**config.mk**
```make
export PLATFORM = sky130hd
export DESIGN_NAME = fbg_guard
export DESIGN_NICKNAME = d
export VERILOG_FILES = /design/src/design/fbg_pkg.sv /design/src/design/fbg_guard.sv
export SDC_FILE = /design/constraint.sdc
export NUM_CORES = 1
export LEC_CHECK = 0
export BUFFER_PORTS_ARGS = -buffer_cell sky130_fd_sc_hd__buf_2
export CAP_MARGIN = 20
export CORE_MARGIN = 5
export CORE_UTILIZATION = 49
export CTS_CLUSTER_DIAMETER = 100
export DETAILED_ROUTE_END_ITERATION = 10
export PLACE_DENSITY = 0.76
export SETUP_SLACK_MARGIN = 0.02
export SYNTH_ARGS = -nofsm -noshare
export SYNTH_HDL_FRONTEND = slang
export SYNTH_SLANG_ARGS = --single-unit
```
**constraint.sdc**
```tcl
create_clock -name aclk -period 1.95 [get_ports aclk]
set_input_delay 0.4875 -clock aclk [delete_from_list [all_inputs] [get_ports aclk]]
set_output_delay 0.4875 -clock aclk [all_outputs]
set_load 0.02 [all_outputs]
```
**src/design/fbg_pkg.sv**
```systemverilog
// Purpose: Constants for the flash block write guard
// Assumes: 32-bit AXI4-Lite register port, 4 kB flash blocks
// Notes:   Offsets are byte addresses within the guard's window
package fbg_pkg;
  localparam logic [11:0] ADDR_MAP_LOW     = 12'h600;
  localparam logic [11:0] ADDR_MAP_HIGH    = 12'h604;
  localparam logic [11:0] ADDR_DBG_BYPASS  = 12'h608;
  localparam logic [11:0] ADDR_RESERVED    = 12'h60c;
  localparam logic [31:0] RST_MAP          = 32'h00000000;
  localparam logic        RST_DBG_BYPASS   = 1'b1;
  localparam int          BLOCK_SHIFT      = 12;
  localparam int          NUM_BLOCKS       = 48;
  localparam int          HIGH_BITS        = 16;
  localparam logic [1:0]  RESP_OKAY        = 2'b00;
  localparam logic [1:0]  RESP_SLVERR      = 2'b10;
endpackage : fbg_pkg

```
**src/design/fbg_guard.sv**
```systemverilog
// Purpose: Flash block write guard with AXI4-Lite register port
// Assumes: Flash requests are same-clock logic; debug level is from a pin
// Notes:   Protection bits are set-only; only reset clears them
//
// Design decision made here: the AXI4-Lite interface to the registers.
`timescale 1ns/1ns

// Summary of operation
// - Each protection bit guards one 4 kB block; bit i covers block i
// - Erase or write to a protected block raises a hard fault
// - Full-flash erase with any bit set is blocked and faults
// - Device reset clears every protection bit
// - A set protection bit stays set until the next reset
// - Writing zero leaves a bit alone; writing one sets it
// - Protection is bypassed only in debug mode with bypass selected
// - Debug bypass is one bit, resets to one; one means bypass
// - High map holds regions 32 to 47 in bits 0 to 15
module fbg_guard
  import fbg_pkg::*;
#(
  parameter int ADDR_WIDTH = 20
) (
  input  wire logic                  aclk,
  input  wire logic                  aresetn,
  input  wire logic [11:0]           s_axi_awaddr,
  input  wire logic                  s_axi_awvalid,
  output logic                       s_axi_awready,
  input  wire logic [31:0]           s_axi_wdata,
  input  wire logic [3:0]            s_axi_wstrb,
  input  wire logic                  s_axi_wvalid,
  output logic                       s_axi_wready,
  output logic [1:0]                 s_axi_bresp,
  output logic                       s_axi_bvalid,
  input  wire logic                  s_axi_bready,
  input  wire logic [11:0]           s_axi_araddr,
  input  wire logic                  s_axi_arvalid,
  output logic                       s_axi_arready,
  output logic [31:0]                s_axi_rdata,
  output logic [1:0]                 s_axi_rresp,
  output logic                       s_axi_rvalid,
  input  wire logic                  s_axi_rready,
  input  wire logic                  debug_attached,
  input  wire logic                  req_valid,
  input  wire logic                  req_erase_all,
  input  wire logic [ADDR_WIDTH-1:0] req_addr,
  output logic                       fwd_valid,
  output logic                       fwd_erase_all,
  output logic [ADDR_WIDTH-1:0]      fwd_addr,
  output logic                       hard_fault
);

  initial begin
    if (ADDR_WIDTH < BLOCK_SHIFT + 6 || ADDR_WIDTH > 32) begin
      $error("fbg_guard: ADDR_WIDTH out of range");
    end
  end

  typedef struct packed {
    logic                  aw_held;
    logic [11:0]           aw_addr;
    logic                  w_held;
    logic [31:0]           w_data;
    logic [3:0]            w_strb;
    logic                  bvalid;
    logic [1:0]            bresp;
    logic                  rvalid;
    logic [31:0]           rdata;
    logic [1:0]            rresp;
    logic [31:0]           map_low;
    logic [HIGH_BITS-1:0]  map_high;
    logic                  dbg_bypass;
    logic                  dbg_meta;
    logic                  dbg_sync;
    logic                  fwd_valid;
    logic                  fwd_erase_all;
    logic [ADDR_WIDTH-1:0] fwd_addr;
    logic                  fault;
  } fbg_state_type;

  fbg_state_type state;
  fbg_state_type next_state;

  // Flattened map and per-request decode
  logic [NUM_BLOCKS-1:0] prot_map;
  logic [5:0]            blk_idx;
  logic                  in_range;
  logic                  enforce;
  logic                  violation;
  logic                  do_write;
  logic [31:0]           wmask;

  assign prot_map = {state.map_high, state.map_low};
  assign blk_idx  = req_addr[BLOCK_SHIFT +: 6];
  assign in_range = (req_addr[ADDR_WIDTH-1:BLOCK_SHIFT] < NUM_BLOCKS);
  // Debug level is synchronised; only the second stage is read
  assign enforce  = !(state.dbg_sync && state.dbg_bypass);

  // Violation decode; blocks past the map are never protected
  always_comb begin
    violation = 1'b0;
    if (req_valid && enforce) begin
      if (req_erase_all) begin
        violation = |prot_map;
      end else if (in_range) begin
        violation = prot_map[blk_idx];
      end
    end
  end

  assign do_write = state.aw_held && state.w_held && !state.bvalid;

  // Byte-lane mask built once per lane
  genvar g;
  generate
    for (g = 0; g < 4; g++) begin : g_lane
      assign wmask[8*g +: 8] = {8{state.w_strb[g]}};
    end
  endgenerate

  // Next-state logic for bus, map and request path
  always_comb begin
    next_state = state;
    next_state.dbg_meta = debug_attached;
    next_state.dbg_sync = state.dbg_meta;
    // Address and data may arrive in either order
    if (s_axi_awvalid && !state.aw_held) begin
      next_state.aw_held = 1'b1;
      next_state.aw_addr = s_axi_awaddr;
    end
    if (s_axi_wvalid && !state.w_held) begin
      next_state.w_held = 1'b1;
      next_state.w_data = s_axi_wdata;
      next_state.w_strb = s_axi_wstrb;
    end
    if (do_write) begin
      next_state.aw_held = 1'b0;
      next_state.w_held  = 1'b0;
      next_state.bvalid  = 1'b1;
      next_state.bresp   = RESP_OKAY;
      case ({state.aw_addr[11:2], 2'b00})
        ADDR_MAP_LOW: begin
          // OR-in only: zeros never clear a bit
          next_state.map_low = state.map_low
                               | (state.w_data & wmask);
        end
        ADDR_MAP_HIGH: begin
          next_state.map_high = state.map_high
                                | (state.w_data[HIGH_BITS-1:0]
                                   & wmask[HIGH_BITS-1:0]);
        end
        ADDR_DBG_BYPASS: begin
          if (state.w_strb[0]) begin
            next_state.dbg_bypass = state.w_data[0];
          end
        end
        ADDR_RESERVED: begin
          next_state.bresp = RESP_OKAY;
        end
        default: begin
          next_state.bresp = RESP_SLVERR;
        end
      endcase
    end
    if (state.bvalid && s_axi_bready) begin
      next_state.bvalid = 1'b0;
    end
    // Read path; reserved slot and unused bits read zero
    if (s_axi_arvalid && !state.rvalid) begin
      next_state.rvalid = 1'b1;
      next_state.rresp  = RESP_OKAY;
      next_state.rdata  = 32'h00000000;
      case ({s_axi_araddr[11:2], 2'b00})
        ADDR_MAP_LOW:    next_state.rdata = state.map_low;
        ADDR_MAP_HIGH:   next_state.rdata = {16'h0000, state.map_high};
        ADDR_DBG_BYPASS: next_state.rdata = {31'h0, state.dbg_bypass};
        ADDR_RESERVED:   next_state.rdata = 32'h00000000;
        default:         next_state.rresp = RESP_SLVERR;
      endcase
    end else if (state.rvalid && s_axi_rready) begin
      next_state.rvalid = 1'b0;
    end
    // Offending requests are dropped, so flash is untouched
    next_state.fwd_valid     = req_valid && !violation;
    next_state.fwd_erase_all = req_erase_all;
    next_state.fwd_addr      = req_addr;
    next_state.fault         = violation;
  end

  // One register stage; reset clears all protection
  always_ff @(posedge aclk) begin
    if (!aresetn) begin
      state            <= '0;
      state.map_low    <= RST_MAP;
      state.map_high   <= RST_MAP[HIGH_BITS-1:0];
      state.dbg_bypass <= RST_DBG_BYPASS;
    end else begin
      state <= next_state;
    end
  end

  assign s_axi_awready = !state.aw_held;
  assign s_axi_wready  = !state.w_held;
  assign s_axi_bvalid  = state.bvalid;
  assign s_axi_bresp   = state.bresp;
  assign s_axi_arready = !state.rvalid;
  assign s_axi_rvalid  = state.rvalid;
  assign s_axi_rdata   = state.rdata;
  assign s_axi_rresp   = state.rresp;
  assign fwd_valid     = state.fwd_valid;
  assign fwd_erase_all = state.fwd_erase_all;
  assign fwd_addr      = state.fwd_addr;
  assign hard_fault    = state.fault;

  // Checks kept beside the logic they guard
  a_fault_on_block: assert property (@(posedge aclk) disable iff (!aresetn)
    req_valid && !req_erase_all && in_range && prot_map[blk_idx] && enforce
    |=> hard_fault && !fwd_valid)
    else $error("protected block write not faulted");
  a_erase_all_block: assert property (@(posedge aclk) disable iff (!aresetn)
    req_valid && req_erase_all && (|prot_map) && enforce
    |=> hard_fault && !fwd_valid)
    else $error("erase-all passed with protection set");
  a_bits_sticky: assert property (@(posedge aclk) disable iff (!aresetn)
    ##1 (($past(state.map_low) & ~state.map_low) == 32'h0))
    else $error("protection bit cleared without reset");
  a_reset_clears: assert property (@(posedge aclk)
    !aresetn |=> state.map_low == 32'h0 && state.map_high == 16'h0
    && state.dbg_bypass)
    else $error("reset did not clear map");
  a_bypass_debug: assert property (@(posedge aclk) disable iff (!aresetn)
    req_valid && !enforce |=> fwd_valid && !hard_fault)
    else $error("bypass in debug not honoured");
  a_no_fwd_fault: assert property (@(posedge aclk) disable iff (!aresetn)
    hard_fault |-> !fwd_valid)
    else $error("faulting request forwarded");
  a_high_unused: assert property (@(posedge aclk) disable iff (!aresetn)
    s_axi_rvalid && $past(s_axi_araddr[11:2]) == ADDR_MAP_HIGH[11:2]
    && $rose(s_axi_rvalid) |-> s_axi_rdata[31:16] == 16'h0)
    else $error("upper high-map bits not zero");
  a_set_one: assert property (@(posedge aclk) disable iff (!aresetn)
    do_write && state.aw_addr[11:2] == ADDR_MAP_LOW[11:2]
    && state.w_strb[0] && state.w_data[0] |=> state.map_low[0])
    else $error("write one did not set bit");

  // Upper map is as sticky as the lower one
  a_high_sticky: assert property (@(posedge aclk) disable iff (!aresetn)
    ##1 (($past(state.map_high) & ~state.map_high) == 16'h0000))
    else $error("high map bit cleared without reset");
  a_high_set: assert property (@(posedge aclk) disable iff (!aresetn)
    do_write && state.aw_addr[11:2] == ADDR_MAP_HIGH[11:2]
    && state.w_strb[0] && state.w_data[0] |=> state.map_high[0])
    else $error("high map write one did not set bit");
  a_zero_keeps: assert property (@(posedge aclk) disable iff (!aresetn)
    do_write && state.aw_addr[11:2] == ADDR_MAP_LOW[11:2]
    && state.w_data == 32'h0 |=> $stable(state.map_low))
    else $error("zero write changed low map");

  // Bypass bit follows lane 0 writes only
  a_bypass_write: assert property (@(posedge aclk) disable iff (!aresetn)
    do_write && state.aw_addr[11:2] == ADDR_DBG_BYPASS[11:2]
    && state.w_strb[0] |=> state.dbg_bypass == $past(state.w_data[0]))
    else $error("bypass bit not written");
  a_bypass_off: assert property (@(posedge aclk) disable iff (!aresetn)
    !state.dbg_bypass |-> enforce)
    else $error("protection off with bypass cleared");
  a_debug_needed: assert property (@(posedge aclk) disable iff (!aresetn)
    !state.dbg_sync |-> enforce)
    else $error("protection off outside debug");
  a_sync_stage: assert property (@(posedge aclk) disable iff (!aresetn)
    state.dbg_sync == $past(state.dbg_meta))
    else $error("debug level skipped a sync stage");

  // Request path answers exactly one cycle later
  a_fwd_addr: assert property (@(posedge aclk) disable iff (!aresetn)
    req_valid && !violation
    |=> fwd_valid && fwd_addr == $past(req_addr))
    else $error("clean request not forwarded intact");
  a_fwd_erase: assert property (@(posedge aclk) disable iff (!aresetn)
    req_valid && !violation
    |=> fwd_erase_all == $past(req_erase_all))
    else $error("erase kind not forwarded intact");
  a_fault_only: assert property (@(posedge aclk) disable iff (!aresetn)
    !violation |=> !hard_fault)
    else $error("fault without a violation");
  a_idle_quiet: assert property (@(posedge aclk) disable iff (!aresetn)
    !req_valid |=> !fwd_valid && !hard_fault)
    else $error("output without a request");
  a_range_free: assert property (@(posedge aclk) disable iff (!aresetn)
    req_valid && !req_erase_all && !in_range |=> !hard_fault)
    else $error("block past the map faulted");
  a_erase_free: assert property (@(posedge aclk) disable iff (!aresetn)
    req_valid && req_erase_all && !(|prot_map) |=> !hard_fault)
    else $error("erase-all faulted with no protection");

  // Responses stand until the master takes them
  a_b_stands: assert property (@(posedge aclk) disable iff (!aresetn)
    s_axi_bvalid && !s_axi_bready |=> s_axi_bvalid && $stable(s_axi_bresp))
    else $error("write response dropped early");
  a_r_stands: assert property (@(posedge aclk) disable iff (!aresetn)
    s_axi_rvalid && !s_axi_rready
    |=> s_axi_rvalid && $stable(s_axi_rdata) && $stable(s_axi_rresp))
    else $error("read response dropped early");
  a_b_follows: assert property (@(posedge aclk) disable iff (!aresetn)
    do_write |=> s_axi_bvalid)
    else $error("write response missing");

  // Decode of the register window
  a_wr_unmapped: assert property (@(posedge aclk) disable iff (!aresetn)
    do_write && state.aw_addr[11:4] != ADDR_MAP_LOW[11:4]
    |=> s_axi_bresp == RESP_SLVERR)
    else $error("unmapped write not refused");
  a_wr_reserved: assert property (@(posedge aclk) disable iff (!aresetn)
    do_write && state.aw_addr[11:2] == ADDR_RESERVED[11:2]
    |=> s_axi_bresp == RESP_OKAY && $stable(state.map_low))
    else $error("reserved write misbehaved");
  a_rd_low: assert property (@(posedge aclk) disable iff (!aresetn)
    $rose(s_axi_rvalid) && $past(s_axi_araddr[11:2]) == ADDR_MAP_LOW[11:2]
    |-> s_axi_rdata == $past(state.map_low))
    else $error("low map read wrong");
  a_rd_bypass: assert property (@(posedge aclk) disable iff (!aresetn)
    $rose(s_axi_rvalid)
    && $past(s_axi_araddr[11:2]) == ADDR_DBG_BYPASS[11:2]
    |-> s_axi_rdata[31:1] == 31'h0)
    else $error("bypass read has extra bits");
  a_rd_reserved: assert property (@(posedge aclk) disable iff (!aresetn)
    $rose(s_axi_rvalid) && $past(s_axi_araddr[11:2]) == ADDR_RESERVED[11:2]
    |-> s_axi_rdata == 32'h0 && s_axi_rresp == RESP_OKAY)
    else $error("reserved slot read not zero");
  a_rd_unmapped: assert property (@(posedge aclk) disable iff (!aresetn)
    $rose(s_axi_rvalid) && $past(s_axi_araddr[11:4]) != ADDR_MAP_LOW[11:4]
    |-> s_axi_rresp == RESP_SLVERR)
    else $error("unmapped read not refused");

endmodule : fbg_guard

```
# == Word-level counts from Yosys, hierarchy flattened ==
# Index checks and enable logic that the tools add are counted.
# op_classes
add_sub_neg,0
n_mul,0
div,0
magnitude_cmp,2
eq_ne,8
shifts,0
muxes,10
bitwise,5
reduce_logical,25
# op_table
op,n
$pmux W32 S3,1
$eq A10 B9 Y1 const B,8
$reduce_or A48 Y1,1
$and A32 B32 Y32,1
$or A32 B32 Y32,1
$and A16 B16 Y16,1
$or A16 B16 Y16,1
$logic_and A1 B1 Y1,10
$lt A8 B6 Y1 const B,1
$reduce_or A4 Y1,2
$lt A6 B7 Y1 const B,1
$bmux W1 S6,1
$logic_not A1 Y1,6
$mux W1,6
$mux W2,2
$reduce_and A2 Y1,2
$reduce_or A2 Y1,2
$reduce_and A3 Y1,1
$reduce_bool A2 Y1,1
$not A1 Y1,1
# word_totals
regBits,162
latch_bits,0
mem_bits_rw,0
mem_bits_ro,0
inputBits,90
word_cells,69
memories,0

# == Longest topological paths before layout ==
# depth
ltp_word,7
ltp_mapped,7
depth_no_buf,5

# == Least setup slack after synthesis ==
# No wires, ideal clock.
# synth_path
kind,in2reg
from,in req_addr[12]
to,"reg state, in the netlist hard_fault"
setup_time_ps,116
t_arrival_ps,1916
path_slack_ps,-82
stages,6
path_cell_list,clkbuf_1 mux4_2 mux2i_1 nand2_1 a31o_2 and4_1
# synth_via
elab_chain_cells,5
word_cells_on_any_way,6
# synth_lines
item,line,source
from (decl),fbg_guard.sv:45,"input wire logic [ADDR_WIDTH-1:0] req_addr,"
$bmux W1 S6,fbg_guard.sv:105,violation = prot_map[blk_idx];
$mux W1 (not written as such),fbg_guard.sv:105,
$mux W1 *,fbg_guard.sv:104,end else if (in_range) begin
$mux W1 *,fbg_guard.sv:102,if (req_erase_all) begin
$mux W1 *,fbg_guard.sv:101,if (req_valid && enforce) begin
to (signal assigned),fbg_guard.sv:197,state <= next_state;
to (decl),fbg_guard.sv:80,fbg_state_type state;
# Every way passes the cells marked *; elsewhere a longest branch is shown, timed or not. The select of a mux whose other input is x is not followed.
# A chain may end at the register's enable or synchronous reset.

# == Worst setup path in the final report ==
# layout_path
from,reg state[160] (netlist bit)
to,"reg state, in the netlist prot_map[45]"
# layout_via
elab_chain_cells,2
# layout_lines
item,line,source
$eq A10 B9 Y1,fbg_guard.sv:140,"case ({state.aw_addr[11:2], 2'b00})"
$reduce_and A2 Y1 (no line),--,
# Every way passes these cells.

==> summary.md <==
| Metric | Value |
|---|---|
| Status | completed |
| Cts hold-fix bufs | 0 |
| Diodes inserted | 0 |
| Number of DRC markers in iteration 0 | ~350 |
| Synth top area share | 0.472 |
| Setup total negative slack | 0 ns |
| Post-Syn Area | ~6700 um2 |
| Ys Warns | 0 |
| R2R setup slack | about 0.12 ns |
| Clock Pin Slew Worst Setup and Hold Paths | around 0.060 ns |
| Die ar. | 16100 um2 |
| Placed wire-length estimate | 11300 um |
| Mapped Avg Cell Area | between 9 and 10 um2 |
| Fin nets | a little over 900 |
| Fin Clk Skew | roughly 0.0055 ns |
| Initial Util | 0.502 |
| Critical path type | register to register |
| P&R area growth vs syn | 18.6% |
| Post-Synth Adder-Cell Area | 0 |
| Antenna violations before repair | 0 |
| Hold-critical path depth | 2 |
| Post-Synth XOR/XNOR Area | 0 |
| Max-Cap Viols | 0 |
| Peak VDD IR | roughly 0.64 mV |
| Clock latency at the later pin of the worst-skew pair | approximately 0.42 ns |
| Post-Synthesis Cells | approximately 750 |
| Layout cell share with drive strength beyond 1 | 0.261 |
| Async SR Flop Fraction | 0 |
| Core Rows | between 40 and 50 |
| DRC | 0 |
| Drt via density | 5.17 |
| Crit path cell chain | or4_1, nor3_1, buf_4, and3_1, a21oi_1, nor2b_1 |
| Bufs on Longest Clock Path | 2 |
| Final WL | around 16000 um |
| Placer congestion estimate | between 0.8 and 0.9 |
| Tmin final | around 1.8 ns |
| RSZ-0062 raised after global routing | false |
| Drt first pass iters | 5 |
| Simple-gate share of the synthesized area | 0.236 |
| Die extent in x | approximately 130 um |
| Vias in the first global route | just under 5000 |
| Register bit total from synthesis | about 160 |
| Leak Pwr | between 3 and 4 nW |
| Area after DPL | ~7300 um2 |
| H-tree Lvls | 4 |
| Fin area | approximately 8000 um2 |
| Hold Fails Final Rpt | 0 |
| Core area | 13300 um2 |
| Multi-input gate area | 2910 um2 |
| Sequential cell area | 3160 um2 |
| Hold crit path type | primary input to register |
| Gr ovfl total | 0 |
| Synth cell types | between 40 and 50 |
| DRT antenna net count | 0 |
| Top cells by area, synth | dfxtp_1 47%, nand2_1 7.6%, buf_4 6.6%, a21boi_0 5.9%, nor2b_1 5.1% |
| I/O pin cnt | roughly 150 |
| CP max stage delay | 0.57 ns |
| Global-route wire length before repair | between 20000 and 30000 um |
| Final setup viols | 0 |
| Ys flop type | dfxtp_1 |
| CTS tree | yes |
| CP Max Fanout | 8 |
| Reg-to-Reg End | prot_map[45] |
| Root buf cell | clkbuf_16 |
| Post-synthesis sequential area ratio | 0.472 |
| Largest family of logic cells by synthesized area | simple AND/OR/NAND/NOR gates |
| Via count | 5290 |
| Worst-Margin Slew | between 0.5 and 0.6 ns |
| Complex-gate fraction of the synthesized area | 0.148 |
| Gr usage total | 0.194 |
| EDFF count, synth | 0 |
| CP Capture Type | register |
| Max Freq | about 0.55 GHz |
| Clock sink count | roughly 160 |
| Top-count cell post-synth | dfxtp_1 |
| Synth top cells by count | 158 x dfxtp_1, 136 x nand2_1, 59 x buf_4 |
| Die Height | ~130 um |
| Cell Pwr Density | 941 nW/um2 |
| WHS Endpoint | fwd_addr[9] |
| WP data arrival | approximately 2.2 ns |
| RR Startpoint | state[160] |
| CTS Buf Count | 17 |
| Fillers | around 1200 |
| IO buf count | approximately 150 |
| Cells on worst reg2reg path | 6 |
| Post-synth top area cell | dfxtp_1 |
| CP required | approximately 2.3 ns |
| Startpoint types | register |
| Largest net degree at the start of global routing | 46 |
| Drt wl/cell | roughly 15 um |
| Post-CTS setup buffers | 0 |
| Mux cell area share after synthesis | 0.0489 |
| Hold Crit Start | req_addr[9] |
| Slew HR | 0.632 |
| Final Cycle Share | 0.936 |
| Critical-path top delay cell | or4_1 |
| Max Slew Vio Count | 0 |
==> placed cells by master (no fill, tap or decap), types with 5 or more instances in the layout <==
master     count
bufinv_16      5
mux4_2         7
nand3_1       20
a22oi_1       17
a21boi_0      53
clkbuf_16     17
o21ai_0        7
buf_4         21
dfxtp_1      158
nor4_1        11
nand2_1      136
inv_1          5
and2_1        40
o21ai_1       10
buf_2        146
mux2i_1       17
a21boi_1      10
a21oi_1       48
nor2b_1       54
buf_12         5
nor2_1        12
==> area by class of cell <==
cell class,count,share of cell area
flip-flops and latches,158,0.398
multi-input cells,482,0.367
repair buffers,172,0.124
clock buffers,20,0.0574
well taps,176,0.0277
clock inverters,11,0.0238
inverters,5,0.00236
==> layer usage <==
metal,part of all wire,wire length [um],GRT usage
met1,0.46,7190,0.259
met2,0.44,6930,0.298
met3,0.079,1240,0.0614
met4,0.020,311,0.0681
met5,0,0,0
==> metrics by stage <==
step | setup slack (ns) | std cells | total power [mW] | utilization | hold WS [ns]
final | 0.124 | 1024 | 7.48 | 0.596 | 0.280
after global routing | 0.0256 | 1024 | 7.72 | 0.596 | 0.267
after CTS | 0.0231 | 1024 | 7.53 | 0.595 | 0.261
after detailed placement | -0.230 | 993 | 3.96 | 0.547 | 0.423
after global placement | -0.185 | 993 | 3.95 | 0.547 | 0.421
after floorplan | -0.0664 | 746 | 3.77 | - | 0.412
==> worst max-delay path by stage <==
stage	cells after the start	to	slack, ns	from
final	6	prot_map[45]	0.12	state[160]
after floorplan	6	s_axi_rdata[10]	-0.07	s_axi_araddr[7]
after detailed placement	6	s_axi_rdata[3]	-0.23	s_axi_araddr[7]
after global placement	6	s_axi_rdata[3]	-0.19	s_axi_araddr[7]
after global routing	6	prot_map[41]	0.03	state[160]
after CTS	6	prot_map[10]	0.02	state[160]
==> registers in the layout (all words and copies together), names as in the netlist <==
signal         count
next_state         1
state             50
fwd_valid          1
s_axi_rdata       32
s_axi_bvalid       1
prot_map          48
s_axi_bresp        1
s_axi_rresp        1
fwd_erase_all      1
s_axi_rvalid       1
hard_fault         1
fwd_addr          20
==> cells by family after synthesis <==
group / Yosys count
DFF: 158
muxes: 24
AOI/OAI and AO/OA: 152
buffers and inverters: 106
other: 1
and+or+nand+nor: 304
==> worst max-delay path, delay by kind of cell (launching register included) <==
family	cells	cell delay, ns
AND/OR/NAND/NOR	4	1.17
flip-flops	1	0.31
buffers and inverters	1	0.15
AO/OA/AOI/OAI	1	0.13
==> power breakdown <==
group / switching (mW) / internal [mW]
combinational: 0.285 / 0.228
clock: 1.27 / 2.33
sequential: 0.0522 / 3.32
total: 1.60 / 5.88
==> repair_timing <==
action | 4_1_cts | 5_1_grt
resized for setup | 0 | 4
endpoints found under the hold margin | 0 | 0
setup endpoints to repair | 0 | 31
Power figures use the tool's default switching activity.
